<file path="src/design/hspc_pkg.sv">
// Package for the halt and standby power controller.
// Assumes a single 10 MHz reference clock and synchronous active-low reset.
`default_nettype none
package hspc_pkg;
  // ----------------------------------------------------------------
  // Widths and constants
  // ----------------------------------------------------------------
  localparam int unsigned HSPC_ADDR_W = 12;
  localparam int unsigned HSPC_DATA_W = 8;
  localparam logic [11:0] HSPC_RESET_VECTOR = 12'h000;
  localparam logic [11:0] HSPC_ADDR_STEP = 12'h001;
  localparam logic [1:0] HSPC_INT_SKIP = 2'h2;
  localparam logic [1:0] HSPC_SKIP_DONE = 2'h0;
  localparam logic [7:0] HSPC_EVT_RESET = 8'h00;
  localparam logic [7:0] HSPC_EVT_STEP = 8'h01;
  localparam logic [7:0] HSPC_BUS_RESET = 8'h00;
  localparam logic [7:0] HSPC_PORT_RESET = 8'hff;

  // Power states, one-hot
  typedef enum logic [3:0] {
    HSPC_RUN = 4'h1,
    HSPC_HALT = 4'h2,
    HSPC_INTWAIT = 4'h4,
    HSPC_STANDBY_REQUEST_N = 4'h8
  } hspc_state_t;

  // Pin snapshot held across halt
  typedef struct packed {
    logic [7:0] bus_out;
    logic bus_drive;
    logic [7:0] port1;
    logic [7:0] port2;
    logic clk_out_en;
  } hspc_pins_t;

  // Requests from the processor core
  typedef struct packed {
    logic halt_exec;
    logic instr_done;
    logic int_enabled;
    logic [11:0] halt_addr;
  } hspc_core_t;
endpackage
`default_nettype wire

</file>
<file path="src/design/hspc_sync.sv">
// Two-flop synchroniser for pins entering the reference clock domain.
// Assumes rstn is synchronous to ref_clk; resets to the given level.
`default_nettype none
module hspc_sync #(
  parameter logic INIT = 1'b1
) (
  input wire logic ref_clk,
  input wire logic rstn,
  input wire logic din,
  output logic dout
);
  logic meta;
  // First flop feeds only the second
  always_ff @(posedge ref_clk) begin
    if (!rstn) begin
      meta <= INIT;
      dout <= INIT;
    end else begin
      meta <= din;
      dout <= meta;
    end
  end
endmodule
`default_nettype wire

</file>
<file path="src/design/hspc_top.sv">
// Halt and standby power control for an 8-bit microcomputer core.
// Assumes core signals share ref_clk; pins pass a two-flop synchroniser.
//
// Overview of operation
// - Halt instruction stops execution until release
// - Halted: basic clock keeps running
// - Halted: processor registers keep their values
// - Halted: data bus keeps drive or float
// - Halted: test0 clock output keeps running
// - Halted: every event pulse is still counted
// - Event count continues after halt, uncleared
// - Reset during halt restarts at address 0
// - Interrupt enabled: two instructions, then interrupt
// - Interrupt disabled: resume after halt instruction
// - Standby stops all but internal RAM
// - Reset release after standby restarts at 0
`default_nettype none
module hspc_top
  import hspc_pkg::*;
(
  input wire logic ref_clk,
  input wire logic rstn,
  input wire logic reset_pin_n,
  input wire logic standby_request_n,
  input wire logic int_n,
  input wire logic event_count_input,
  input wire logic clk_div_tick,
  input wire hspc_pkg::hspc_core_t core,
  input wire hspc_pkg::hspc_pins_t pins,
  output logic core_run,
  output logic core_reset,
  output logic osc_enable,
  output logic ram_retain,
  output logic int_start,
  output logic [11:0] resume_addr,
  output logic resume_load,
  output logic [7:0] bus_out,
  output logic bus_oe_n,
  output logic [7:0] port1_out,
  output logic [7:0] port2_out,
  output logic addr_strobe,
  output logic test0_clock_out,
  output logic timer_run,
  output logic [7:0] event_count
);
  import hspc_pkg::*;

  // ----------------------------------------------------------------
  // Pin synchronisers
  // ----------------------------------------------------------------
  logic reset_s_n;
  logic standby_request_n_s_n;
  logic int_s_n;
  logic evt_s;
  hspc_sync #(.INIT(1'b0)) u_rst (.ref_clk(ref_clk), .rstn(rstn), .din(reset_pin_n),
    .dout(reset_s_n));
  hspc_sync #(.INIT(1'b1)) u_standby_request_n (.ref_clk(ref_clk), .rstn(rstn), .din(standby_request_n),
    .dout(standby_request_n_s_n));
  hspc_sync #(.INIT(1'b1)) u_int (.ref_clk(ref_clk), .rstn(rstn), .din(int_n),
    .dout(int_s_n));
  hspc_sync #(.INIT(1'b0)) u_evt (.ref_clk(ref_clk), .rstn(rstn), .din(event_count_input),
    .dout(evt_s));

  // ----------------------------------------------------------------
  // State and held values
  // ----------------------------------------------------------------
  hspc_state_t state;
  hspc_state_t next_state;
  hspc_pins_t held;
  logic [1:0] skip_cnt;
  logic evt_prev;
  logic int_pending;

  // Decoding of conditions
  wire in_run = (state == HSPC_RUN);
  wire in_halt = (state == HSPC_HALT);
  wire in_wait = (state == HSPC_INTWAIT);
  wire in_standby_request_n = (state == HSPC_STANDBY_REQUEST_N);
  wire reset_low = !reset_s_n;
  wire enter_standby_request_n = reset_low && !standby_request_n_s_n;
  wire halt_go = in_run && core.halt_exec;
  wire int_wake = in_halt && !int_s_n;
  wire evt_rise = evt_s && !evt_prev;
  wire skip_last = in_wait && core.instr_done && (skip_cnt == HSPC_INT_SKIP - HSPC_ADDR_STEP[1:0]);
  wire [11:0] next_addr = core.halt_addr + HSPC_ADDR_STEP;

  // Next state selection
  always_comb begin
    next_state = state;
    case (state)
      HSPC_RUN: begin
        if (halt_go) begin
          next_state = HSPC_HALT;
        end
      end
      HSPC_HALT: begin
        if (int_wake && core.int_enabled) begin
          next_state = HSPC_INTWAIT;
        end else if (int_wake) begin
          next_state = HSPC_RUN;
        end
      end
      HSPC_INTWAIT: begin
        if (skip_last) begin
          next_state = HSPC_RUN;
        end
      end
      HSPC_STANDBY_REQUEST_N: begin
        next_state = HSPC_STANDBY_REQUEST_N;
      end
      default: begin
        next_state = HSPC_RUN;
      end
    endcase
    if (enter_standby_request_n) begin
      next_state = HSPC_STANDBY_REQUEST_N;
    end else if (reset_low) begin
      next_state = HSPC_RUN;
    end
  end

  // State register
  always_ff @(posedge ref_clk) begin
    if (!rstn) begin
      state <= HSPC_RUN;
    end else begin
      state <= next_state;
    end
  end

  // Two-instruction count after an enabled wake-up
  always_ff @(posedge ref_clk) begin
    if (!rstn || !in_wait) begin
      skip_cnt <= HSPC_SKIP_DONE;
    end else if (core.instr_done) begin
      skip_cnt <= skip_cnt + HSPC_ADDR_STEP[1:0];
    end
  end

  // Snapshot of pin state taken as halt begins
  always_ff @(posedge ref_clk) begin
    if (!rstn) begin
      held <= '0;
    end else if (halt_go) begin
      held <= pins;
    end
  end

  // Core control; core registers freeze while core_run is low
  always_ff @(posedge ref_clk) begin
    if (!rstn) begin
      core_run <= 1'b0;
      core_reset <= 1'b1;
      osc_enable <= 1'b1;
      ram_retain <= 1'b0;
      resume_load <= 1'b0;
      resume_addr <= HSPC_RESET_VECTOR;
      int_pending <= 1'b0;
      int_start <= 1'b0;
    end else begin
      // A core held in reset stays stopped until the pin is released
      core_run <= ((next_state == HSPC_RUN) || (next_state == HSPC_INTWAIT))
        && !reset_low;
      core_reset <= reset_low;
      osc_enable <= (next_state != HSPC_STANDBY_REQUEST_N);
      ram_retain <= (next_state == HSPC_STANDBY_REQUEST_N);
      resume_load <= reset_low || (int_wake && !core.int_enabled);
      if (reset_low) begin
        resume_addr <= HSPC_RESET_VECTOR;
      end else if (int_wake && !core.int_enabled) begin
        resume_addr <= next_addr;
      end
      int_pending <= (int_pending || (int_wake && core.int_enabled)) && !reset_low
        && !skip_last;
      int_start <= int_pending && skip_last;
    end
  end

  // Pin drive: live when running, held during halt, quiet in standby
  always_ff @(posedge ref_clk) begin
    if (!rstn) begin
      bus_out <= HSPC_BUS_RESET;
      bus_oe_n <= 1'b1;
      port1_out <= HSPC_PORT_RESET;
      port2_out <= HSPC_PORT_RESET;
      addr_strobe <= 1'b0;
      test0_clock_out <= 1'b0;
      timer_run <= 1'b0;
    end else if (in_halt) begin
      bus_out <= held.bus_out;
      bus_oe_n <= !held.bus_drive;
      port1_out <= held.port1;
      port2_out <= held.port2;
      addr_strobe <= 1'b0;
      test0_clock_out <= held.clk_out_en && clk_div_tick;
      timer_run <= 1'b0;
    end else if (in_standby_request_n) begin
      bus_oe_n <= 1'b1;
      addr_strobe <= 1'b0;
      test0_clock_out <= 1'b0;
      timer_run <= 1'b0;
    end else begin
      bus_out <= pins.bus_out;
      bus_oe_n <= !pins.bus_drive;
      port1_out <= pins.port1;
      port2_out <= pins.port2;
      addr_strobe <= clk_div_tick && !reset_low;
      test0_clock_out <= pins.clk_out_en && clk_div_tick;
      timer_run <= !reset_low;
    end
  end

  // Event counter keeps counting through and after halt
  always_ff @(posedge ref_clk) begin
    if (!rstn) begin
      evt_prev <= 1'b0;
      event_count <= HSPC_EVT_RESET;
    end else begin
      evt_prev <= evt_s;
      if (reset_low) begin
        event_count <= HSPC_EVT_RESET;
      end else if (evt_rise && !in_standby_request_n) begin
        event_count <= event_count + HSPC_EVT_STEP;
      end
    end
  end
endmodule
`default_nettype wire

</file>
<file path="config.mk">
export PLATFORM = sky130hd
export DESIGN_NAME = hspc_top
export DESIGN_NICKNAME = d
export VERILOG_FILES = /design/src/design/hspc_pkg.sv /design/src/design/hspc_sync.sv /design/src/design/hspc_top.sv
export SDC_FILE = /design/constraint.sdc
export NUM_CORES = 1
export LEC_CHECK = 0
export ABC_AREA = 0
export BUFFER_PORTS_ARGS = -buffer_cell sky130_fd_sc_hd__buf_4
export CAP_MARGIN = 5
export CORE_ASPECT_RATIO = 0.5
export CORE_MARGIN = 2
export CORE_UTILIZATION = 40
export CTS_BUF_LIST = sky130_fd_sc_hd__clkbuf_8
export CTS_CLUSTER_DIAMETER = 80
export DETAILED_ROUTE_END_ITERATION = 6
export REMOVE_ABC_BUFFERS = 1
export SYNTH_ARGS = -nofsm -noshare
export SYNTH_HDL_FRONTEND = slang
export SYNTH_HIERARCHICAL = 1
export SYNTH_SLANG_ARGS = --single-unit
</file>
<file path="constraint.sdc">
create_clock -name ref_clk -period 2.4 [get_ports ref_clk]
set_clock_uncertainty 0.15 [all_clocks]
set_input_delay 0.48 -clock ref_clk [delete_from_list [all_inputs] [get_ports ref_clk]]
set_output_delay 0.48 -clock ref_clk [all_outputs]
set_load 0.02 [all_outputs]
</file>
==> impl_metrics.toml, run 1 <==
[run_status]
run_status = "completed"

[global_routing]
grt_pass1_vias = 2918
grt_pass1_wl_um = 14000
grt_start_max_net_pins = 49
antenna_found_initial = 0
overflow = 0
track_usage_pct = 16.8

[die]
rows = 25
start_util_pct = 41.4
io_pins = 102
coreArea_um2 = 9510
die_w_um = 144
die_area_um2 = 10700
die_h_um = 74.1

[worst_setup_path]
cpMaxStageDelayCell = "or4b_2"
start_kind = "flip-flop"
critical_path_class = "flip-flop to flip-flop"
r2r-end = "port1_out[6]"
end_kind = "flip-flop"
path_delay_family = "simple AND/OR/NAND/NOR gates"
rrSetupSlack_ns = 0.28
r2r_start = "state[3]"
critPathBufInv = 1
reg2reg_depth = 4
cp.required_ns = 2.54
cp_max_fo = 48
cp_cell_sequence = "or4b_2 -> buf_4 -> and3_1 -> o21ai_0"
crit_path_max_incr_delay_ns = 0.74
cp.arrival_ns = 2.27

[yosys]
async_reset_ff_share_pct = 0
synthFlopType = "dfxtp_1"
ys_ff_latch = 96
yosysSeqAreaShare_pct = 48.9
syn_avg_cell_area_um2 = 8.50
syn_area_um2 = 3930
synth_edf_count = 0
synth_cells = 463
yosysWarningCount = 6
synth_cell_types = 48

[route]
num_vias = 3254
drc_errors = 0
avgViaCountPerCell = 4.67
wire_per_inst_um = 12.3
wirelength_um = 8590
first_iter_violations = 106
postRouteAntennaNets = 0
dr.pass1.iters = 4

[timing]
timing.fmax_mhz = 471
tightest_slew_ns = 0.581
fin_crit_sh_pct = 88.5
hold_viol_final = 0
rsz0062_at_grt = "no"
layout_setup_ws_ns = 0.276
drv_slew = 0
fin_crit_ns = 2.12
timing.slew.headroom_pct = 60.7
setup_violations = 0

[job]
timing.max_cap.violations = 0

[pwr]
power_switching_mw = 0.757
power_frac_clock_pct = 37.2
ir_worst_vdd_uv = 259
pwr_density_cell_nw_per_um2 = 631
leakagePower_nw = 2.17
comb_power_share_pct = 9.9
p_seq_share_pct = 52.9
p_int_mw = 2.43
total_power_mw = 3.19
switching_share_pct = 23.8

[clock_tree]
numCtsBuffers = 9
cts_max_level = 3
postCtsSetupRepairBufs = 0
clkSinkCount = 96
cts_buffer_depth = 2
cts_tree = "done"
ctsHoldBuffers = 0
insertion_delay_ns = 0.36
path_clk_slew_ns = 0.09
ctsResizeCount = 0
cts_root_buffer = "clkbuf_8"

[min_path]
hold_class = "primary input to flip-flop"
holdPathStages = 2
hp-start = "standby_request_n"
holdPathEnd = "u_standby_request_n/meta"

[cells_and_area]
n_antenna_cell = 0
num-fill-cells = 959
final_core_util_pct = 53.1
drive_gt1_share_pct = 25.3
areaGrowthSynthToFinish_pct = 28.4
nets = 608

[placed_design]
io_buffer_count = 101
gp_congestion = 0.841
place_hpwl_um = 5890
place_ws_ns = 0.296
[stage by stage]
| step | area [um2] | TNS [ns] | instances | hold WS [ns] |
|---|---|---|---|---|
| detailed placement | 4820 | 0 | 681 | 0.250 |
| CTS | 5050 | 0 | 697 | 0.117 |
| global route | 5050 | 0 | 697 | 0.139 |
| global placement | 4820 | 0 | 681 | 0.243 |
| finish | 5050 | 0 | 697 | 0.145 |
| floorplan | 3780 | -0.295 | 433 | 0.236 |
[cells in the final DEF, fill, tap and decap left out, types with 10 or more instances in the layout]
cell      Yosys  final
buf_4         0    112
xnor2_1      11     11
nor2_1       34     34
clkbuf_8      0     10
and2_1       10     10
o21ai_1      13     13
a21boi_0     26     26
dfxtp_1      96     96
o21ai_0      10     10
and3_1       17     17
nand2_1     119    119
nand3_1      13     13
[worst max-delay path by stage]
| stage | cells after the start | endpoint | slack, ns | startpoint |
|---|---|---|---|---|
| floorplan | 3 | state[0] | -0.19 | state[0] |
| global route | 4 | port2_out[1] | 0.12 | state[3] |
| CTS | 4 | port1_out[6] | 0.28 | state[3] |
| finish | 4 | port1_out[6] | 0.28 | state[3] |
| detailed placement | 4 | port1_out[0] | 0.30 | state[3] |
| global placement | 4 | port2_out[1] | 0.34 | state[3] |
[metal layers]
metal  wire length (um)  vias up  part of all wire, %  GRT usage (%)
li1                   -     1734                    -              -
met1               4080     1448                   48           20.5
met2               3900       63                   45           28.2
met3                540        9                  6.3           6.18
met4                 73        0                 0.85           5.50
met5                  0        -                    0              0
[cells in the mapped netlist (2+ instances only)]
master / instances / area [um2]
nand4_1: 5 / 31.3
buf_6: 4 / 45.0
nor3_1: 7 / 35.0
o21ai_0: 10 / 50.1
nand2_1: 119 / 447
or4_1: 2 / 15.0
o31ai_1: 2 / 15.0
a21boi_0: 26 / 195
a211oi_1: 4 / 30.0
a21oi_2: 7 / 61.3
buf_2: 7 / 35.0
and2_1: 10 / 62.6
nor2_1: 34 / 128
xor2_1: 6 / 52.6
and3_1: 17 / 106
o211a_1: 8 / 80.1
nand2b_1: 4 / 25.0
xnor2_1: 11 / 96.3
dfxtp_1: 96 / 1920
clkbuf_1: 18 / 67.6
nor4b_1: 3 / 26.3
inv_1: 8 / 30.0
o21ai_1: 13 / 65.1
nand3_1: 13 / 65.1
ha_1: 3 / 37.5
a21oi_1: 4 / 20.0
[flip-flops by register name, indices dropped and copies added (netlist names), 2 cells and up]
register     flops
bus_out          8
event_count      8
held            26
port1_out        8
port2_out        8
resume_addr     12
skip_cnt         2
state            4
[cell type report]
cell class / count / area, um2 / area share [%]
timing repair buffer: 113 / 861 / 17.0
sequential: 96 / 1920 / 38.0
clock inverter: 6 / 92.6 / 1.83
inverter: 9 / 33.8 / 0.669
clock buffer: 10 / 138 / 2.72
multi-input combinational: 328 / 1840 / 36.3
tap: 135 / 169 / 3.34
[kinds of logic (layout without fill, tap and decap cells)]
| family | Yosys count | after routing | synth area share, % |
|---|---|---|---|
| compound gates | 83 | 83 | 15.0 |
| mux | 1 | 1 | 0.254 |
| xor+xnor | 17 | 17 | 3.78 |
| simple gates | 224 | 224 | 26.4 |
| fa+ha+maj | 3 | 3 | 0.954 |
| flops | 96 | 96 | 48.9 |
| buf+inv | 39 | 138 | 4.71 |
[power by group through the flow]
stage	logic, mW	registers (mW)	clock network [mW]
after detailed placement	0.320	1.72	0
after floorplan	0.119	1.75	0
final	0.314	1.69	1.18
after CTS	0.320	1.69	1.24
after global placement	0.317	1.72	0
after global routing	0.352	1.70	1.31
(Power assumes the default switching activity.)
==> run 2, diff against run 1 <==
--- a/config.mk
+++ b/config.mk
@@ -5,7 +5,7 @@
 export SDC_FILE = /design/constraint.sdc
 export NUM_CORES = 1
 export LEC_CHECK = 0
-export ABC_AREA = 0
+export ABC_AREA = 1
 export BUFFER_PORTS_ARGS = -buffer_cell sky130_fd_sc_hd__buf_4
 export CAP_MARGIN = 5
 export CORE_ASPECT_RATIO = 0.5
==> constraint.sdc (replaced) <==
create_clock -name ref_clk -period 2.33 [get_ports ref_clk]
set_clock_uncertainty 0.15 [all_clocks]
set_input_delay 0.466 -clock ref_clk [delete_from_list [all_inputs] [get_ports ref_clk]]
set_output_delay 0.466 -clock ref_clk [all_outputs]
set_load 0.02 [all_outputs]
==> run 2 against run 1 <==
Against the previous run:
- cell count rose by 9.6%
- first-iteration DRC count is 130% higher
- power down 3.4%
- critical path type unchanged
- critical endpoint is now event_count[2]
==> impl_metrics.toml, run 2 <==
[route]
drc_errors = 0
dr.pass1.iters = 5
wire_per_inst_um = 12.5
avgViaCountPerCell = 4.71
postRouteAntennaNets = 0
first_iter_violations = 244
num_vias = 3598
wirelength_um = 9560

[global_routing]
grt_pass1_wl_um = 15500
track_usage_pct = 17.9
grt_start_max_net_pins = 36
overflow = 0
grt_pass1_vias = 3209
antenna_found_initial = 0

[pwr]
pwr_density_cell_nw_per_um2 = 604
ir_worst_vdd_uv = 222
leakagePower_nw = 2.32

[yosys]
synth_cell_types = 38
syn_avg_cell_area_um2 = 7.71
yosysWarningCount = 6
synth_edf_count = 0
yosysTopAreaCell = "dfxtp_1"
synth_top_area_share_pct = 47.1
yosysSeqAreaShare_pct = 47.1
synth_cells = 529
async_reset_ff_share_pct = 0
ys_ff_latch = 96
yosysMostFrequentCell = "nand2_1"
ys_top_cells_by_area = "dfxtp_1 (47%), nand2_1 (9.9%), inv_1 (6.6%)"
syn_area_um2 = 4080
synthFlopType = "dfxtp_1"
ys_top_cells_by_count = "nand2_1 (108), dfxtp_1 (96), inv_1 (72)"

[timing]
layout_setup_ws_ns = 0.501
fin_crit_ns = 1.83
rsz0062_at_grt = "no"
timing.fmax_mhz = 547
fin_hold_ws_ns = 0.127
timing.slew.headroom_pct = 53.3
hold_viol_final = 0
drv_slew = 0
setup_tns_ns = 0
setup_violations = 0
fin_crit_sh_pct = 78.5
tightest_slew_ns = 0.698

[cells_and_area]
n_antenna_cell = 0
drive_gt1_share_pct = 24.5
final_common_cell = "nand2_1"
layout_common_cells = "nand2_1 (108), buf_4 (107), dfxtp_1 (96)"
largest_register = "held"
nets = 675
largest_register_ffs = 26
final_cells = 764
areaGrowthSynthToFinish_pct = 25.0
final_core_util_pct = 52.7
reg_top3 = "held (26), resume_addr (12)"

[die]
io_pins = 102
die_area_um2 = 11100
coreArea_um2 = 9670
start_util_pct = 42.2
die_h_um = 75.4
die_w_um = 147
rows = 25

[placed_design]
gp_congestion = 0.823
place_ws_ns = 0.191
place_hpwl_um = 6570
io_buffer_count = 101
placed_cells = 748

[worst_setup_path]
r2r_start = "state[0]"
cp.arrival_ns = 1.94
cp.required_ns = 2.44
cp_max_fo = 27
startpoint = "state[0]"
critical_path_class = "flip-flop to flip-flop"
end_kind = "flip-flop"
start_kind = "flip-flop"

[min_path]
hold_class = "primary input to flip-flop"
hp-start = "standby_request_n"

[clock_tree]
cts_root_buffer = "clkbuf_8"
clkSinkCount = 96
numCtsBuffers = 9
path_clk_slew_ns = 0.09
cts_max_level = 3
cts_buffer_depth = 2
ctsHoldBuffers = 0
cts_tree = "done"
insertion_delay_ns = 0.36

[run_status]
run_status = "completed"

[job]
timing.max_cap.violations = 0
==> run 2: cell types whose count changed in the layout (fill, tap and decap cells not counted), sizes merged, moves of 11 or more <==
cell / before / now
a21boi: 26 / 0
a21oi: 11 / 44
and3: 17 / 2
inv: 8 / 75
nand3: 13 / 42
o211ai: 1 / 16
o21ai: 23 / 46
or2: 0 / 11
==> run 2: layout make-up <==
class / count / area (um2)
Clock buffer: 10 / 138
Tap cell: 135 / 169
Multi-Input combinational cell: 335 / 1740
Sequential cell: 96 / 1920
Fill cell: 976 / 4570
Inverter: 75 / 283
Timing Repair Buffer: 107 / 803
Clock inverter: 6 / 36.3
==> run 2: worst paths after layout <==
check / to / cells after the start / slack [ns]
worst min-delay path: u_standby_request_n/meta / 3 / 0.13
worst min register to register: u_standby_request_n/dout / 2 / 0.26
worst max register to register: event_count[2] / 6 / 0.50
worst max-delay path: event_count[2] / 6 / 0.50
==> run 2: power by group <==
part | internal [mW] | leakage (nW) | switching (mW) | total [mW]
clock | 0.410 | 0.0855 | 0.573 | 0.982
sequential | 1.71 | 0.790 | 0.0286 | 1.74
combinational | 0.158 | 1.44 | 0.197 | 0.355
total | 2.28 | 2.32 | 0.798 | 3.08
==> run 2: metal layers <==
| metal | vias up | track usage [%] | routed length [um] |
|---|---|---|---|
| li1 | 1885 | - | - |
| met3 | 7 | 5.33 | 532 |
| met2 | 71 | 29.5 | 4290 |
| met1 | 1635 | 23.7 | 4700 |
| met5 | - | 0 | 0 |
| met4 | 0 | 4.85 | 39 |
==> run 2: cell families (layout without fill, tap and decap cells) <==
| group | after synthesis | count (layout) | share of synthesized area (%) |
|---|---|---|---|
| AO/OA/AOI/OAI | 115 | 115 | 16.1 |
| flip-flops | 96 | 96 | 47.1 |
| adder cells (fa/ha/maj) | 3 | 3 | 0.921 |
| AND/OR/NAND/NOR | 209 | 209 | 23.9 |
| XOR/XNOR | 8 | 8 | 1.72 |
| buffers and inverters | 98 | 198 | 10.2 |
==> run 2: critical path: stages (launching register included) <==
cell and delay, ns:
dfxtp_1 0.43, nor2_1 0.11, nand2_2 0.47, nand2_4 0.15
inv_1 0.17, nand3_1 0.08, and3_1 0.17
==> run 2: timing repair <==
action                                  in CTS  in global routing
gates resized for setup                      0                  1
setup buffers                                0                  0
endpoints found under the setup margin       0                  1
==> run 2: metrics by stage <==
step                      instance area, um2  power (mW)
after floorplan                         3940        1.95
after global placement                  4920        2.13
after detailed placement                4920        2.14
after CTS                               5090        3.13
after global routing                    5090        3.24
final                                   5090        3.08
